--- config.mk ---
export PLATFORM = sky130hd
export DESIGN_NAME = ffmd_detector
export DESIGN_NICKNAME = d
export VERILOG_FILES = /design/src/logic/ffmd_pkg.sv /design/src/logic/ffmd_axis_cmp.sv /design/src/logic/ffmd_detector.sv
export SDC_FILE = /design/constraint.sdc
export NUM_CORES = 1
export LEC_CHECK = 0
export ABC_CLOCK_PERIOD_IN_PS = 12100
export BUFFER_PORTS_ARGS = -buffer_cell sky130_fd_sc_hd__buf_4
export CORE_ASPECT_RATIO = 0.5
export CORE_MARGIN = 3
export CORE_UTILIZATION = 55
export DETAILED_ROUTE_END_ITERATION = 6
export PLACE_DENSITY = 0.8
export RECOVER_POWER = 50
export SETUP_SLACK_MARGIN = 0.2
export SYNTH_ARGS = -nofsm -noshare
export SYNTH_HDL_FRONTEND = slang
export SYNTH_HIERARCHICAL = 1
export SYNTH_SLANG_ARGS = --single-unit
--- constraint.sdc ---
create_clock -name clk_i -period 12.1 [get_ports clk_i]
set_input_delay 0 -clock clk_i [delete_from_list [all_inputs] [get_ports clk_i]]
set_output_delay 0 -clock clk_i [all_outputs]
set_load 0.05 [all_outputs]
--- src/logic/ffmd_pkg.sv ---
// package: register map, field positions, reset values and carrier types of the freefall/motion detector
package ffmd_pkg;

    // register offsets
    localparam logic [7:0] ADDR_CFG = 8'h15;
    localparam logic [7:0] ADDR_SRC = 8'h16;
    localparam logic [7:0] ADDR_THS = 8'h17;
    localparam logic [7:0] ADDR_COUNT = 8'h18;
    localparam logic [7:0] ADDR_THS_X_MSB = 8'h73;
    localparam logic [7:0] ADDR_THS_X_LSB = 8'h74;
    localparam logic [7:0] ADDR_THS_Y_MSB = 8'h75;
    localparam logic [7:0] ADDR_THS_Y_LSB = 8'h76;
    localparam logic [7:0] ADDR_THS_Z_MSB = 8'h77;
    localparam logic [7:0] ADDR_THS_Z_LSB = 8'h78;

    // movement_event_config fields
    localparam int CFG_LATCH_BIT = 7;
    localparam int CFG_LOGIC_BIT = 6;
    localparam int CFG_ZEN_BIT = 5;
    localparam int CFG_YEN_BIT = 4;
    localparam int CFG_XEN_BIT = 3;
    localparam logic [7:0] CFG_USED_MASK = 8'hf8;

    // movement_event_source fields
    localparam int SRC_EA_BIT = 7;

    // common threshold register fields
    localparam int THS_DBMODE_BIT = 7;
    localparam logic [7:0] THS_VALUE_MASK = 8'h7f;

    // x msb threshold register: per-axis enable and five high threshold bits
    localparam int THS_XYZ_EN_BIT = 7;
    localparam logic [7:0] THS_MSB_MASK = 8'h1f;

    // reset values
    localparam logic [7:0] CFG_RESET = 8'h00;
    localparam logic [7:0] THS_RESET = 8'h00;
    localparam logic [7:0] COUNT_RESET = 8'h00;
    localparam logic [7:0] THS_AXIS_RESET = 8'h00;

    // sizes
    localparam int SAMPLE_W = 14;
    localparam int MAG_W = 13;
    localparam int COMMON_W = 7;
    localparam int COMMON_SHIFT = MAG_W - COMMON_W;
    localparam int AXES = 3;

    typedef struct packed {
        logic signed [SAMPLE_W-1:0] z;
        logic signed [SAMPLE_W-1:0] y;
        logic signed [SAMPLE_W-1:0] x;
    } ffmd_sample_t;

    typedef struct packed {
        logic [7:0] addr;
        logic [7:0] wdata;
        logic wr;
        logic rd;
    } ffmd_reg_req_t;

    typedef struct packed {
        logic [7:0] rdata;
        logic rvalid;
    } ffmd_reg_rsp_t;

endpackage

--- src/logic/ffmd_axis_cmp.sv ---
// one axis: magnitude of a signed sample compared against an unsigned threshold
`timescale 1ns/1ps
module ffmd_axis_cmp #(
    parameter int SW = 14,
    parameter int TW = 13
) (
    // sample and threshold
    input wire logic signed [SW-1:0] sample_i,
    input wire logic [TW-1:0] thresh_i,
    // comparison results
    output logic high_o,
    output logic low_o,
    output logic neg_o
);

    logic [SW-1:0] mag;

    // the most negative code has magnitude 2^(SW-1), still representable unsigned
    always_comb begin
        mag = sample_i[SW-1] ? SW'(-sample_i) : SW'(sample_i);
        high_o = mag > {1'b0, thresh_i};
        low_o = !high_o;
        neg_o = sample_i[SW-1];
    end

endmodule

--- src/logic/ffmd_detector.sv ---
// freefall/motion detector: registers, axis comparison, combination, debounce and event latch
`timescale 1ns/1ps
module ffmd_detector (
    // clock and reset
    input wire logic clk_i,
    input wire logic resetn_i,
    // register access port
    input wire ffmd_pkg::ffmd_reg_req_t reg_req_i,
    output ffmd_pkg::ffmd_reg_rsp_t reg_rsp_o,
    // acceleration samples
    input wire logic sample_valid_i,
    input wire ffmd_pkg::ffmd_sample_t sample_i,
    // event
    output logic event_active_flag_o
);

    typedef struct packed {
        logic [7:0] cfg;
        logic [7:0] ths;
        logic [7:0] count;
        logic [7:0] ths_x_msb;
        logic [7:0] ths_x_lsb;
        logic [7:0] ths_y_msb;
        logic [7:0] ths_y_lsb;
        logic [7:0] ths_z_msb;
        logic [7:0] ths_z_lsb;
        logic [7:0] dbcnt;
        logic event_active_flag;
        logic [2:0] high_flags;
        logic [2:0] pol_flags;
        logic [7:0] rdata;
        logic rvalid;
    } ffmd_state_t;

    ffmd_state_t state_r;
    ffmd_state_t state_nxt;

    logic [ffmd_pkg::AXES-1:0] axis_en;
    logic per_axis;
    logic [ffmd_pkg::MAG_W-1:0] common_ths;
    logic [ffmd_pkg::MAG_W-1:0] axis_ths [ffmd_pkg::AXES];
    logic signed [ffmd_pkg::SAMPLE_W-1:0] axis_sample [ffmd_pkg::AXES];
    logic [ffmd_pkg::AXES-1:0] high;
    logic [ffmd_pkg::AXES-1:0] low;
    logic [ffmd_pkg::AXES-1:0] neg;
    logic cond;
    logic dbmode_clear;
    logic [7:0] cnt_nxt;
    logic det;
    logic src_read;
    logic [7:0] src_value;

    assign axis_en = {state_r.cfg[ffmd_pkg::CFG_ZEN_BIT],
                      state_r.cfg[ffmd_pkg::CFG_YEN_BIT],
                      state_r.cfg[ffmd_pkg::CFG_XEN_BIT]};
    assign per_axis = state_r.ths_x_msb[ffmd_pkg::THS_XYZ_EN_BIT];
    // the 7-bit common value is aligned with the top of the 13-bit magnitude
    assign common_ths = {state_r.ths[ffmd_pkg::COMMON_W-1:0], {ffmd_pkg::COMMON_SHIFT{1'b0}}};
    assign dbmode_clear = state_r.ths[ffmd_pkg::THS_DBMODE_BIT];

    assign axis_sample[0] = sample_i.x;
    assign axis_sample[1] = sample_i.y;
    assign axis_sample[2] = sample_i.z;

    assign axis_ths[0] = per_axis ? {state_r.ths_x_msb[4:0], state_r.ths_x_lsb} : common_ths;
    assign axis_ths[1] = per_axis ? {state_r.ths_y_msb[4:0], state_r.ths_y_lsb} : common_ths;
    assign axis_ths[2] = per_axis ? {state_r.ths_z_msb[4:0], state_r.ths_z_lsb} : common_ths;

    genvar g;
    generate
        for (g = 0; g < ffmd_pkg::AXES; g = g + 1) begin : gen_axis
            ffmd_axis_cmp #(
                .SW(ffmd_pkg::SAMPLE_W),
                .TW(ffmd_pkg::MAG_W)
            ) u_cmp (
                .sample_i(axis_sample[g]),
                .thresh_i(axis_ths[g]),
                .high_o(high[g]),
                .low_o(low[g]),
                .neg_o(neg[g])
            );
        end
    endgenerate

    // combination; with no axis enabled nothing can trigger
    always_comb begin
        if (state_r.cfg[ffmd_pkg::CFG_LOGIC_BIT]) begin
            cond = |(high & axis_en);
        end else begin
            cond = (axis_en != 3'b000) && (&(low | ~axis_en));
        end
    end

    // debounce counter and its filtered result
    always_comb begin
        cnt_nxt = state_r.dbcnt;
        if (cond) begin
            if (state_r.dbcnt < state_r.count) begin
                cnt_nxt = state_r.dbcnt + 8'h01;
            end
        end else if (dbmode_clear) begin
            cnt_nxt = 8'h00;
        end else if (state_r.dbcnt != 8'h00) begin
            cnt_nxt = state_r.dbcnt - 8'h01;
        end
        // the result drops on the first sample without the condition unless, in decrement mode, the count still reaches a nonzero limit
        if (cond) begin
            det = cnt_nxt >= state_r.count;
        end else begin
            det = !dbmode_clear && (state_r.count != 8'h00) && (cnt_nxt >= state_r.count);
        end
    end

    assign src_read = reg_req_i.rd && (reg_req_i.addr == ffmd_pkg::ADDR_SRC);

    // flags of a disabled axis are masked at read time
    always_comb begin
        src_value = 8'h00;
        src_value[ffmd_pkg::SRC_EA_BIT] = state_r.event_active_flag;
        for (int i = 0; i < ffmd_pkg::AXES; i++) begin
            src_value[2*i+1] = state_r.high_flags[i] & axis_en[i];
            src_value[2*i] = state_r.pol_flags[i] & axis_en[i];
        end
    end

    always_comb begin
        state_nxt = state_r;
        state_nxt.rvalid = 1'b0;

        // register writes
        if (reg_req_i.wr) begin
            unique case (reg_req_i.addr)
                ffmd_pkg::ADDR_CFG: state_nxt.cfg = reg_req_i.wdata & ffmd_pkg::CFG_USED_MASK;
                ffmd_pkg::ADDR_THS: state_nxt.ths = reg_req_i.wdata;
                ffmd_pkg::ADDR_COUNT: state_nxt.count = reg_req_i.wdata;
                ffmd_pkg::ADDR_THS_X_MSB: begin
                    state_nxt.ths_x_msb = reg_req_i.wdata
                        & (ffmd_pkg::THS_MSB_MASK | (8'h01 << ffmd_pkg::THS_XYZ_EN_BIT));
                end
                ffmd_pkg::ADDR_THS_X_LSB: state_nxt.ths_x_lsb = reg_req_i.wdata;
                ffmd_pkg::ADDR_THS_Y_MSB: state_nxt.ths_y_msb = reg_req_i.wdata & ffmd_pkg::THS_MSB_MASK;
                ffmd_pkg::ADDR_THS_Y_LSB: state_nxt.ths_y_lsb = reg_req_i.wdata;
                ffmd_pkg::ADDR_THS_Z_MSB: state_nxt.ths_z_msb = reg_req_i.wdata & ffmd_pkg::THS_MSB_MASK;
                ffmd_pkg::ADDR_THS_Z_LSB: state_nxt.ths_z_lsb = reg_req_i.wdata;
                default: ;
            endcase
        end

        // register reads, answered one cycle later
        if (reg_req_i.rd) begin
            state_nxt.rvalid = 1'b1;
            unique case (reg_req_i.addr)
                ffmd_pkg::ADDR_CFG: state_nxt.rdata = state_r.cfg;
                ffmd_pkg::ADDR_SRC: state_nxt.rdata = src_value;
                ffmd_pkg::ADDR_THS: state_nxt.rdata = state_r.ths;
                ffmd_pkg::ADDR_COUNT: state_nxt.rdata = state_r.count;
                ffmd_pkg::ADDR_THS_X_MSB: state_nxt.rdata = state_r.ths_x_msb;
                ffmd_pkg::ADDR_THS_X_LSB: state_nxt.rdata = state_r.ths_x_lsb;
                ffmd_pkg::ADDR_THS_Y_MSB: state_nxt.rdata = state_r.ths_y_msb;
                ffmd_pkg::ADDR_THS_Y_LSB: state_nxt.rdata = state_r.ths_y_lsb;
                ffmd_pkg::ADDR_THS_Z_MSB: state_nxt.rdata = state_r.ths_z_msb;
                ffmd_pkg::ADDR_THS_Z_LSB: state_nxt.rdata = state_r.ths_z_lsb;
                default: state_nxt.rdata = 8'h00;
            endcase
        end

        // reading the source clears what latching held; an update below in the same cycle wins
        if (src_read && state_r.cfg[ffmd_pkg::CFG_LATCH_BIT]) begin
            state_nxt.event_active_flag = 1'b0;
            state_nxt.high_flags = 3'b000;
            state_nxt.pol_flags = 3'b000;
        end

        if (sample_valid_i) begin
            state_nxt.dbcnt = cnt_nxt;
            if (state_r.cfg[ffmd_pkg::CFG_LATCH_BIT]) begin
                // frozen while the event stays latched and no read releases it
                if (!state_r.event_active_flag || src_read) begin
                    state_nxt.high_flags = high & axis_en;
                    state_nxt.pol_flags = high & neg & axis_en;
                    if (det) begin
                        state_nxt.event_active_flag = 1'b1;
                    end
                end
            end else begin
                state_nxt.event_active_flag = det;
                state_nxt.high_flags = high & axis_en;
                state_nxt.pol_flags = high & neg & axis_en;
            end
        end
    end

    always_ff @(posedge clk_i or negedge resetn_i) begin
        if (!resetn_i) begin
            state_r <= '0;
            state_r.cfg <= ffmd_pkg::CFG_RESET;
            state_r.ths <= ffmd_pkg::THS_RESET;
            state_r.count <= ffmd_pkg::COUNT_RESET;
            state_r.ths_x_msb <= ffmd_pkg::THS_AXIS_RESET;
            state_r.ths_x_lsb <= ffmd_pkg::THS_AXIS_RESET;
            state_r.ths_y_msb <= ffmd_pkg::THS_AXIS_RESET;
            state_r.ths_y_lsb <= ffmd_pkg::THS_AXIS_RESET;
            state_r.ths_z_msb <= ffmd_pkg::THS_AXIS_RESET;
            state_r.ths_z_lsb <= ffmd_pkg::THS_AXIS_RESET;
        end else begin
            state_r <= state_nxt;
        end
    end

    assign reg_rsp_o.rdata = state_r.rdata;
    assign reg_rsp_o.rvalid = state_r.rvalid;
    assign event_active_flag_o = state_r.event_active_flag;

endmodule

# After elaboration in Yosys (flattened, before gate mapping)
# Index checks and enable logic that the tools add are counted.
# Widths: inputs -> output; s select.
# totals
ff_bits	85
latch_bits	0
ramBits	0
rom_bits	0
inputBits	63
output_inout_bits	10
n_memories	0
# op_classes
addsub	5
mul	0
div	0
magnitude_cmp	5
eq_ne	10
shifts	0
muxes	19
bitwise_logic	11
n_reduce_logical	25
# ops
op	count
$pmux 8 s10	1
$eq 8x7->1 const B	6
$gt 14x13->1	3
$mux 14	3
$neg 14->14	3
$mux 13	3
$eq 8x5->1 const B	4
$mux 8	4
$mux 7	4
$reduce_and 2->1	9
$reduce_bool 8->1	2
$and 3x3->3	3
$add 8x1->8 const B	1
$ge 8x8->1	1
$lt 8x8->1	1
$sub 8x1->8 const B	1
$and 1x1->1	6
$logic_and 1x1->1	5
$logic_not 1->1	5
$mux 1	4
$not 3->3	1
$or 3x3->3	1
$reduce_and 3->1	1
$reduce_bool 3->1	1
2 further kinds	2

# Logic depth before layout (Yosys ltp)
# depth
ltp_word	16
mapped_depth	23

# Cells and area by module
# Netlist, hierarchy kept.
# by_module_without_submodules
mod	instances	cells_per_inst	area_each_um2
ffmd_detector	1	527	5365.1
ffmd_axis_cmp at gen_axis[0].u_cmp ...	2	82	618.1
ffmd_axis_cmp at gen_axis[2].u_cmp	1	85	615.6

# Worst setup path after synthesis
# OpenSTA, ideal clock, no wires.
# synth_timing
path_type	input to register
from	in sample_i[5] in the netlist's numbering
to	reg state_r, in the netlist event_active_flag_o
setup_time_ps	129
arrival_ps	4553
required_time_ps	11971
path_slack_ps	7418
stages	21
path_buffers	0
cell_sequence	or4_4 > nor3_4 > nand2_2 > o41ai_2 > xnor2_1 > ha_1 > and3_1 > a221oi_1 > o21ai_0 > o31ai_1 > o31a_2 > nor2b_1 > or4_4 > o21ai_2 > nor2_1 > a221o_1 > ha_1 > a21o_1 > a21o_1 > a211oi_1 > o22ai_1
# synth_rtl
element	line	source
start: declaration	ffmd_detector.sv:12	input wire ffmd_pkg::ffmd_sample_t sample_i,
end signal: assignment	ffmd_detector.sv:206	state_r <= state_nxt;
end: declaration	ffmd_detector.sv:35	ffmd_state_t state_r;

==> run metrics <==
Synth Flop Type=dfrtp_1; Total GRT Usage=27.7%; post-synthesis cell type count=79; commonest cells after routing, fill and taps aside=dfrtp_1 (85), nand2_1 (81), mux2_2 (69); CP endpoint=event_active_flag_o$_DFF_PN0_; Crit-path slowest cell=dfrtp_1; Critical Path Sink Type=flop; Post-Layout Inst Area=8080 um2; Setup-failing EPs final=0; Hold WS=~0.018 ns; CTS tree=done; pwr/cell area=122 nW/um2; area of the multi-input gates=4640 um2; Synth area leaders=dfrtp_1 (29%), mux2_2 (11%), ha_1 (10%), nand2_1 (4.2%), xnor2_1 (4.1%); TritonCTS Buffers=9; initial antenna violation count=0; R2R Setup Slk=5.86 ns; share of cells above drive strength 1=20.9%; worst min-delay path class=in2reg; leak pwr=3.60 nW; worst r2r src=per_axis$_DFFE_PN0P_; # DRC=0; critical path launch point type=flop; Final ANT Viol Nets=0; Die Wd=168 um; Crit Path Max Fanout=48; outcome=finished with violations; GPL Wtd Cong=0.952; FFs w/ async S/R, synth=100%; Ports=73; initial DRC count=782; maxcap violations=1; vias per cell=6.43; Seq cells post-synth=85; Syn-to-layout area delta=12.0%; failing checks=capacitance limit, slew limit; Reg2Reg Depth=19; Max Buffers Root-to-Sink=2; Post-synth EDFFs=0; DP Area=7750 um2; port bufs=72; endpoints failing hold=0; Via Count=6,420; Slowest Stage Delay on Critical Path=1.19 ns; Syn Nets=899; WS Path Type=reg2reg; Synth warnings=6; FF/Latch Area=2130 um2; Layout Skew=0.0129 ns; Final #Nets=950; clk sinks=85; vias in the first global route=6,091; Slew Limit Headroom=-172%; setup TNS=0 ns; Synth Area per Inst=9.30 um2; RSZ-0062 raised after global routing=false; CP Data Arrival Time=6.46 ns; H-Tree Depth=3; worst-skew pair later-pin latency=roughly 0.35 ns; first-pass GRT wire length=32.1 mm; largest net degree at the start of global routing=77; area of the mapped netlist=~7200 um2; core footprint=12,300 um2; setup bufs post-CTS=0; sequence of cells on the critical path=nand2b_1 > nand2_1 > inv_1 > ha_1 > and4_1 > a21oi_1 > a21boi_1 > a2111oi_0 > o21ai_0 > and2_1 > o31ai_2 > o21ai_2 > a32o_1 > a221o_1 > ha_1 > a21o_1 > a21o_1 > a211oi_1 > o22ai_1; Yosys top cell area share=29.5%; Routed WL=19.8 mm; post-DP HPWL=between 10 and 15 mm; Gate Count Post-Synth=776; R2R Path End=event_active_flag_o$_DFF_PN0_; max frequency=around 160 MHz; Seq/Total Area, Yosys=29.5%; die footprint=14,600 um2; Max VDD drop=98.8 uV; filler instances=990; Reg clk slew, reported paths=0.08 ns; Clock Root Buffer=clkbuf_16; die height=87 um; crit path from=per_axis$_DFFE_PN0P_; global route overflow=0; most common cell after layout, fill and taps aside=dfrtp_1; fin crit share=about 52%; WP data required=12.33 ns; Least-Margin Pin Slew=4.08 ns; Initial Utilization=58.7%; row cnt=28; drt first pass iters=7; largest area contributor in the netlist=dfrtp_1; Avg WL per Cell=19.9 um; Slew Viols, Final=slightly below 80; Period minus WS final=6.24 ns
[synthesized netlist by cell type, drive strengths merged (5+ instances only)]
cell     n
a22o    16
o21ai   28
nand2   84
xnor2   34
o41ai    5
and3     7
mux2i    6
nand3   20
nor3    15
a211oi  10
nor2    24
and2    23
a32o     5
ha      60
a21o    13
or4      6
a22oi    8
o211ai  11
nor2b   13
mux2    69
inv     57
nand4   14
o31ai   15
a32oi    8
nand2b  14
a31oi    5
dfrtp   85
a21oi   16
buf     24
clkbuf  19
[metal layers]
| metal | global-route usage [%] | share of wire [%] | up-vias |
|---|---|---|---|
| li1 | - | - | 2961 |
| met1 | 38.2 | 44 | 3107 |
| met2 | 42.8 | 44 | 313 |
| met3 | 7.39 | 9.3 | 39 |
| met4 | 8.69 | 2.3 | 0 |
| met5 | 0 | 0 | - |
[registers in the layout, summed over array words and instances, names as in the netlist]
register,flops
axis_en,3
common_ths,7
dbmode_clear,1
event_active_flag_o,1
per_axis,1
reg_rsp_o,9
state_r,63
[cells by family after synthesis]
logic type	share of synthesized area, %
flip-flops	29.5
buffers and inverters	6.12
adder cells (fa/ha/maj)	10.4
XOR/XNOR	4.37
AND/OR/NAND/NOR	18.3
multiplexers	11.9
AO/OA/AOI/OAI	19.4
[worst max-delay path, delay by kind of cell, from the launching register on]
kind            cells  cell delay, ns
buf+inv             1            0.08
compound gates     12            3.45
simple gates        4            0.90
flops               1            1.19
fa+ha+maj           2            0.50
[timing repair]
item                      CTS  global route
gates resized for setup     0             0
hold buffers                9             0
hold endpoints to repair   48             0
[power breakdown]
group	switching, mW	internal, mW
combinational	0.202	0.150
clock	0.130	0.146
sequential	0.0490	0.307
total	0.382	0.603
[metrics by stage]
| stage | setup slack, ns | util [%] | power [mW] | instances |
|---|---|---|---|---|
| after floorplan | 7.42 | - | 0.605 | 776 |
| after global placement | 6.31 | 63.1 | 0.696 | 972 |
| after detailed placement | 6.07 | 63.1 | 0.707 | 972 |
| after CTS | 6.02 | 66.2 | 0.983 | 997 |
| after global routing | 5.32 | 65.7 | 1.05 | 997 |
| final | 5.86 | 65.7 | 0.984 | 998 |
[worst min path at each step]
stage	startpoint	to	slack, ns	cells past startpoint
global route	sample_valid_i	state_r[18]$_DFFE_PN0P_	0.01	3
global placement	resetn_i	state_r[21]$_DFFE_PN0P_	-0.16	1
detailed placement	resetn_i	state_r[21]$_DFFE_PN0P_	-0.16	1
finish	reg_req_i[5]	state_r[51]$_DFFE_PN0P_	0.02	2
CTS	resetn_i	state_r[18]$_DFFE_PN0P_	0.01	2
floorplan	resetn_i	axis_en[0]$_DFFE_PN0P_	-0.30	0
[area by class of cell]
type,count,area share [%]
multi-input combinational,590,57.4
sequential,85,26.3
timing repair buffer,83,7.34
clock buffer,10,2.83
inverter,58,2.69
tap,165,2.55
clock inverter,6,0.774
antenna,1,0.0310
No activity file was read; power rests on OpenSTA's default activity.
